<file path="src/core/brc_pkg.sv">
// Constants for the step-down rail control register bank.
// Assumes an 8-bit register space reached over a plain strobe port.
package brc_pkg;
  // ****************************************************************
  // Register map
  // ****************************************************************
  localparam logic [7:0] MEM_CTRL_ADDR = 8'h23;
  localparam logic [7:0] IO_CTRL_ADDR = 8'h24;
  localparam logic [7:0] PERIPH_CTRL_ADDR = 8'h25;
  localparam logic [7:0] CTRL_RESET = 8'h00;
  // ****************************************************************
  // Field positions
  // ****************************************************************
  localparam int RAIL_ON_BIT = 0;
  localparam int ON_SEL_LO = 1;
  localparam int ON_SEL_HI = 2;
  localparam int SEQ_TARGET_BIT = 3;
  localparam int SWITCH_BIT = 4;
  localparam int VOLT_SEL_LO = 5;
  localparam int VOLT_SEL_HI = 6;
  localparam int SWITCH_TARGET_BIT = 7;
  // Pin select codes.
  localparam logic [1:0] SEL_SEQ = 2'h0;
  localparam logic [1:0] SEL_PIN_FIRST = 2'h1;
  localparam logic [1:0] SEL_PIN_SECOND = 2'h2;
  localparam logic [1:0] SEL_PIN_THIRTEENTH = 2'h3;
  // Writable bits per register; reserved bits read as zero.
  localparam logic [7:0] MEM_MASK = 8'h6F;
  localparam logic [7:0] IO_MASK = 8'h6F;
  localparam logic [7:0] PERIPH_MASK = 8'hFF;
endpackage : brc_pkg

</file>
<file path="src/core/brc_pin_track.sv">
// Picks one of three pin inputs by a select code and reports its edges.
// Assumes pin inputs are synchronous to clk.
`timescale 1ns/1ps
`default_nettype none
module brc_pin_track
  import brc_pkg::*;
(
  input wire logic clk,
  input wire logic rst,
  input wire logic [1:0] sel,
  input wire logic [2:0] pins,
  output logic rise,
  output logic fall
);
  logic level;
  logic prev_q;
  logic prev_d;
  logic sel_prev_q;
  logic [1:0] sel_q;

  // Decode the select code; code zero leaves the function to the sequencer.
  always_comb begin
    case (sel)
      SEL_PIN_FIRST: level = pins[0];
      SEL_PIN_SECOND: level = pins[1];
      SEL_PIN_THIRTEENTH: level = pins[2];
      default: level = 1'b0;
    endcase
    prev_d = level;
  end

  // Edges are suppressed for one cycle after the select changes, so that
  // rerouting to a pin that is already high does not look like a transition.
  always_ff @(posedge clk) begin
    if (rst) begin
      prev_q <= 1'b0;
      sel_q <= SEL_SEQ;
    end else begin
      prev_q <= prev_d;
      sel_q <= sel;
    end
  end

  assign sel_prev_q = (sel_q == sel) && (sel != SEL_SEQ);
  assign rise = sel_prev_q && level && !prev_q;
  assign fall = sel_prev_q && !level && prev_q;
endmodule : brc_pin_track
`default_nettype wire

</file>
<file path="src/core/brc_regs.sv">
// Control register bank of the memory, I/O and peripheral step-down rails.
// Assumes a synchronous register strobe port and a power sequencer that
// pulses seq_apply when it moves rails to their target states.
`timescale 1ns/1ps
`default_nettype none
// Overview of operation
// - Bits 6:5 pick the pin that selects first or second target voltage.
// - Select code 00 means sequencer control; 01, 10, 11 pick pins 1, 2, 13.
// - Bits 2:1 pick the pin whose edges switch the rail on or off.
// - Memory bit 3 is the sequencer target, applied only as default supply.
// - I/O and peripheral bit 3 is the sequencer target for the enable bit.
// - Peripheral bit 7 is the sequencer target for the rail switch.
module brc_regs
  import brc_pkg::*;
(
  input wire logic clk,
  input wire logic rst,
  input wire logic [7:0] reg_addr,
  input wire logic [7:0] reg_wdata,
  input wire logic reg_wr,
  input wire logic reg_rd,
  output logic [7:0] reg_rdata,
  input wire logic [2:0] gpio_in,
  input wire logic seq_apply,
  input wire logic mem_default_supply,
  output logic mem_rail_on,
  output logic io_rail_on,
  output logic periph_rail_on,
  output logic periph_switch_closed,
  output logic mem_volt_second,
  output logic io_volt_second,
  output logic periph_volt_second
);
  // ****************************************************************
  // Register state
  // ****************************************************************
  logic [7:0] ctrl_q [3];
  logic [7:0] ctrl_d [3];
  logic [7:0] rdata_q;
  logic [7:0] rdata_d;
  logic [2:0] vsel_q;
  logic [2:0] vsel_d;
  logic [2:0] on_rise;
  logic [2:0] on_fall;
  logic [2:0] v_rise;
  logic [2:0] v_fall;
  localparam logic [7:0] ADDRS [3] = '{MEM_CTRL_ADDR, IO_CTRL_ADDR, PERIPH_CTRL_ADDR};
  localparam logic [7:0] MASKS [3] = '{MEM_MASK, IO_MASK, PERIPH_MASK};

  // ****************************************************************
  // Per-rail pin trackers
  // ****************************************************************
  for (genvar i = 0; i < 3; i++) begin : g_rail
    brc_pin_track u_on (
      .clk(clk),
      .rst(rst),
      .sel(ctrl_q[i][ON_SEL_HI:ON_SEL_LO]),
      .pins(gpio_in),
      .rise(on_rise[i]),
      .fall(on_fall[i])
    );
    brc_pin_track u_volt (
      .clk(clk),
      .rst(rst),
      .sel(ctrl_q[i][VOLT_SEL_HI:VOLT_SEL_LO]),
      .pins(gpio_in),
      .rise(v_rise[i]),
      .fall(v_fall[i])
    );
  end

  // Next register values: software write first, then sequencer, then pin edges.
  // Hardware actions win over a same-cycle write so no pin event is lost.
  always_comb begin
    rdata_d = 8'h00;
    for (int i = 0; i < 3; i++) begin
      ctrl_d[i] = ctrl_q[i];
      vsel_d[i] = vsel_q[i];
      if (reg_wr && reg_addr == ADDRS[i]) begin
        ctrl_d[i] = reg_wdata & MASKS[i];
      end
      if (seq_apply && ctrl_q[i][ON_SEL_HI:ON_SEL_LO] == SEL_SEQ) begin
        if (i != 0 || mem_default_supply) begin
          ctrl_d[i][RAIL_ON_BIT] = ctrl_q[i][SEQ_TARGET_BIT];
        end
      end
      if (on_rise[i]) begin
        ctrl_d[i][RAIL_ON_BIT] = 1'b1;
      end
      if (on_fall[i]) begin
        ctrl_d[i][RAIL_ON_BIT] = 1'b0;
      end
      if (v_rise[i]) begin
        vsel_d[i] = 1'b0;
      end
      if (v_fall[i]) begin
        vsel_d[i] = 1'b1;
      end
      if (reg_rd && reg_addr == ADDRS[i]) begin
        rdata_d = ctrl_q[i];
      end
    end
    if (seq_apply) begin
      ctrl_d[2][SWITCH_BIT] = ctrl_q[2][SWITCH_TARGET_BIT];
    end
  end

  // Register all state.
  always_ff @(posedge clk) begin
    if (rst) begin
      for (int i = 0; i < 3; i++) begin
        ctrl_q[i] <= CTRL_RESET;
      end
      vsel_q <= 3'h0;
      rdata_q <= 8'h00;
    end else begin
      for (int i = 0; i < 3; i++) begin
        ctrl_q[i] <= ctrl_d[i];
      end
      vsel_q <= vsel_d;
      rdata_q <= rdata_d;
    end
  end

  // ****************************************************************
  // Outputs, all straight from flip-flops
  // ****************************************************************
  assign reg_rdata = rdata_q;
  assign mem_rail_on = ctrl_q[0][RAIL_ON_BIT];
  assign io_rail_on = ctrl_q[1][RAIL_ON_BIT];
  assign periph_rail_on = ctrl_q[2][RAIL_ON_BIT];
  assign periph_switch_closed = ctrl_q[2][SWITCH_BIT];
  assign mem_volt_second = vsel_q[0];
  assign io_volt_second = vsel_q[1];
  assign periph_volt_second = vsel_q[2];
endmodule : brc_regs
`default_nettype wire

</file>
<file path="config.mk">
export PLATFORM = sky130hd
export DESIGN_NAME = brc_regs
export DESIGN_NICKNAME = d
export VERILOG_FILES = /design/src/core/brc_pkg.sv /design/src/core/brc_pin_track.sv /design/src/core/brc_regs.sv
export SDC_FILE = /design/constraint.sdc
export NUM_CORES = 1
export LEC_CHECK = 0
export BUFFER_PORTS_ARGS = -buffer_cell sky130_fd_sc_hd__buf_2
export CAP_MARGIN = 20
export CORE_MARGIN = 10
export CORE_UTILIZATION = 53
export CTS_CLUSTER_DIAMETER = 80
export DETAILED_ROUTE_END_ITERATION = 10
export GPL_ROUTABILITY_DRIVEN = 0
export PLACE_DENSITY = 0.77
export SETUP_SLACK_MARGIN = 0.02
export SKIP_LAST_GASP = 1
export SYNTH_ARGS = -nofsm -noshare
export SYNTH_HDL_FRONTEND = slang
export SYNTH_SLANG_ARGS = --single-unit
export TNS_END_PERCENT = 30
</file>
<file path="constraint.sdc">
create_clock -name clk -period 2.6 [get_ports clk]
set_input_delay 0.52 -clock clk [delete_from_list [all_inputs] [get_ports clk]]
set_output_delay 0.52 -clock clk [all_outputs]
set_load 0.02 [all_outputs]
</file>
# After elaboration in Yosys (flattened, before gate mapping)
# Memories as Yosys holds them, arrays and structs flattened.
# Index checks and enable logic that the tools add are counted.
dict set report classes {
  add_sub_neg 0
  multipliers 0
  n_div 0
  n_lt_le_gt_ge 0
  eq_ne 27
  n_shift 0
  muxes 35
  bitwise_logic 3
  reduce_logical 63
}
# operator n
set op_table {}
lappend op_table {{two-way mux 8 bit} 9}
lappend op_table {{logical AND 1 bit} 39}
lappend op_table {{equality test 2 bit (second input constant)} 12}
lappend op_table {{equality test 8 x 6 -> 1 bit (second input constant)} 3}
lappend op_table {{two-way mux 1 bit} 20}
lappend op_table {{one-hot mux 1 bit (3 select lines)} 6}
lappend op_table {{nonzero test 2 bit} 9}
lappend op_table {{equality test 2 x 1 -> 1 bit (second input constant)} 6}
lappend op_table {{equality test 2 bit} 6}
lappend op_table {{zero test 1 bit} 12}
lappend op_table {{zero test 2 bit} 3}
lappend op_table {{bitwise OR 1 bit} 3}
dict set report word_totals {
  reg_bits 29
  latch_bits 0
  ram_bits 24
  mem_bits_ro 0
  inputBits 25
  output_inout_bits 15
  mem_count 1
}
# name depth word_bits rd rd_clocked_by_memory_dff write_ports line
set memory_table {}
lappend memory_table {ctrl_q 3 8 3 0 3 brc_regs.sv:37} ;# logic [7:0] ctrl_q [3];

# Longest topological paths before layout
dict set report logic_depth {
  ltp_word 8
  ltp_mapped 6
  mapped_depth_nobuf 5
}

# Cells and area by module
# A second synthesis with hierarchy kept.
dict set report unflattened {
  cells_unflattened 254
  area_unflattened_um2 2437.3
}
# mod instances cells_per_inst area_each_um2
set by_module_without_submodules {}
lappend by_module_without_submodules {brc_regs 1 170 1506.4}
lappend by_module_without_submodules {brc_pin_track 6 14 155.1}

# Least setup slack after synthesis
# OpenSTA, ideal clock, no wires.
dict set report synth_path {
  path_type {input -> register}
  from {input reg_addr[3]}
  to {memory ctrl_q[0][0]}
  t_arrival_ps 1826
  required_ps 2473
  slack_ps 647
  cell_stages 6
  n_path_buf 1
  cell_sequence {nor4b_4 and4_1 buf_4 mux2i_1 a2111oi_0 or3_1}
}
# element line
set synth_lines {}
lappend synth_lines {{start: declaration} brc_regs.sv:18} ;# input wire logic [7:0] reg_addr,
lappend synth_lines {{end: declaration} brc_regs.sv:37}

==> run summary <==
Final period util: 69.6%
met1 wire length: 2.28 mm
cells resized by post-CTS repair: 0
CTS sink cnt: 49
DRT iter0 DRCs: 85
Pre-Repair DR Iteration Count: 4
Peak VDD IR: 0.293 mV
commonest non-fill, non-tap cells in the layout: dfxtp_1, buf_2, nor2_1, nor2b_1, mux2i_1
register bit count reported by yosys: 49
Hold Violations, Final: 0
Max Clock Skew: 13.0 ps
utilization after layout: 65.7%
Die Width: 83.3 um
Least-Margin Pin Slew: 425 ps
Vias/cell: 5.43
sequential area share after synthesis: 46.1%
critical path fanouts, max: 5
Synthesis Warnings: 0
Slowest-stage cell, CP: or3_1
WL/cell: 15.5 um
Worst-path clk slew: 90 ps
max-cap check violation count: 0
outcome: completed
crit-path cells: buf_2 -> nor4b_4 -> and4_1 -> mux2i_1 -> a2111oi_0 -> or3_1
Syn Area/Cell: 9.75 um2
achievable frequency: 0.553 GHz
share of cells above drive strength 1: 23.0%
All-Layer GR Usage: 13.5%
largest net degree at the start of global routing: 24
Hold Path Class: in -> reg
Leak Pwr: 1.07 nW
first-pass GRT wire length: 7.96 mm
CP peak stage delay: 370 ps
Hold-fix buffers, CTS: 0
Clk Latency, worst-skew pair: 300 ps
Crit path arrival time: 2000 ps
# nets final: 285
DR top layer: met4
Row Count: 22
Detail Route met3 WL: 300 um
Cell variety after synth: 35
filler cell count: 323
Slew headroom: 71.6%
met2 WL: 2.17 mm
Post-DP Area: 2380 um2
post-CTS setup buffer count: 0
Max H-tree Level: 2
GR Overflow Total: 0
# port buffers: 39
CTS max path bufs: 2
final setup TNS: 0 ps
Layout area overhead: 16.5%
Post-route DRC: 0
number of I/O pins: 40
Worst EP required: 2790 ps
vias in the first global route: 1,655
WL final: 4.79 mm
commonest non-fill, non-tap cell in the layout: dfxtp_1
post-route cell area: 2480 um2
n_diodes: 0
Die Y: 83.3 um
critical path class: in -> reg
total CTS buffers: 5
Worst Setup Start Kind: primary input
Final Max Tran Viols: 0
TritonCTS clock tree: built
Starting Density: 56.4%
min Tclk post-route: 1810 ps
setup violators final: 0
Synth Instances: 218
RSZ-0062 raised after global routing: no
CP Capture Type: flop
Final ANT Viol Nets: 0
HPWL Detailed: 3.65 mm
core footprint: 3770 um2
Reg2Reg Setup Slack: 860 ps
CTS root buf: clkbuf_8
total number of vias: 1,679
initial antenna violation count: 0
cell area power density: 530 nW/um2
total die area: 6940 um2
post-synthesis instance area: 2130 um2
syn nets: 243
cells by family (layout without fill, tap and decap cells):
logic type | Yosys count | count (layout) | share of synthesized area, %
AND/OR/NAND/NOR | 84 | 84 | 22.5
AO/OA/AOI/OAI | 41 | 41 | 14.0
buffers and inverters | 12 | 55 | 2.30
multiplexers | 26 | 26 | 12.6
XOR/XNOR | 6 | 6 | 2.47
flip-flops | 49 | 49 | 46.1
Yosys cell counts:
library cell   n  area [um2]
or3_1          1        6.26
a2111o_1       1        11.3
nand3_1        3        15.0
and3b_1        1        8.76
o41ai_1        1        8.76
a2111oi_0      2        17.5
nor4_1         1        6.26
a211oi_1       1        7.51
nand2b_1       1        6.26
mux2_2         6        67.6
clkbuf_1       7        26.3
mux2i_1       20         200
dfxtp_1       49         981
and4_1         2        17.5
nand4b_1       1        8.76
nor2_1        32         120
nor3b_1        2        15.0
a21oi_1        3        15.0
a22o_1         6        52.6
xnor2_1        6        52.6
o21ai_0       10        50.1
nand2_1        2        7.51
and3_1         3        18.8
nor4b_4        1        23.8
nor3b_2        1        12.5
a22oi_1       11        82.6
buf_4          1        7.51
nor2b_1       30         188
o2111ai_1      1        8.76
buf_1          1        3.75
inv_1          3        11.3
nor4bb_1       1        10.0
and2_1         1        6.26
and2b_1        1        7.51
a32oi_1        5        43.8
cell type report:
cell class              count  area (um2)  area share [%]
multi-input cells         157        1100            44.2
flip-flops and latches     49         981            39.6
repair buffers             44         233            9.39
clock buffers               6        82.6            3.33
well taps                  48        60.1            2.42
clock inverters             2        13.8           0.556
inverters                   3        11.3           0.455
per-layer routing:
layer / vias to the layer above / GRT usage (%)
li1: 865 / -
met1: 771 / 17.3
met2: 39 / 20.7
met3: 4 / 4.20
met4: 0 / 4.62
met5: - / 0
flip-flops by register name (all words and copies together) (netlist names):
| name | cells |
|---|---|
| ctrl_q | 20 |
| reg_rdata | 8 |
| g_rail.u_on.sel_q | 6 |
| g_rail.u_volt.sel_q | 6 |
| g_rail.u_on.prev_q | 3 |
| g_rail.u_volt.prev_q | 3 |
| vsel_q | 3 |
where the power goes:
part / switching (mW) / internal (mW) / total [mW]
logic: 0.0495 / 0.0352 / 0.0847
registers: 0.00402 / 0.754 / 0.758
clock network: 0.253 / 0.216 / 0.469
total: 0.307 / 1.01 / 1.31
stage by stage:
step                      total power, mW  instances  hold slack, ps  setup slack, ps
after global placement              0.859        301             437              564
final                                1.31        309             452              792
after global routing                 1.36        309             469              687
after detailed placement            0.860        301             443              516
after floorplan                     0.816        218             422              647
after CTS                            1.32        309             455              796
worst max-delay path: cells and delay by family:
family          cells  cell delay [ps]
buf+inv             1              110
mux                 1              220
simple gates        3             1030
compound gates      1              120
final timing paths:
check / depth (start not counted) / endpoint / from
hold / removal: 3 / ctrl_q[0][23]$_SDFFE_PP0P_ / reg_wdata[7]
setup / recovery: 6 / ctrl_q[0][0]$_SDFF_PP0_ / reg_addr[3]
setup reg to reg: 5 / ctrl_q[0][0]$_SDFF_PP0_ / ctrl_q[0][2]$_SDFFE_PP0P_
hold reg to reg: 2 / vsel_q[1]$_SDFFE_PP0P_ / g_rail[1].u_volt.prev_q$_SDFF_PP0_
Power figures use the tool's default switching activity.
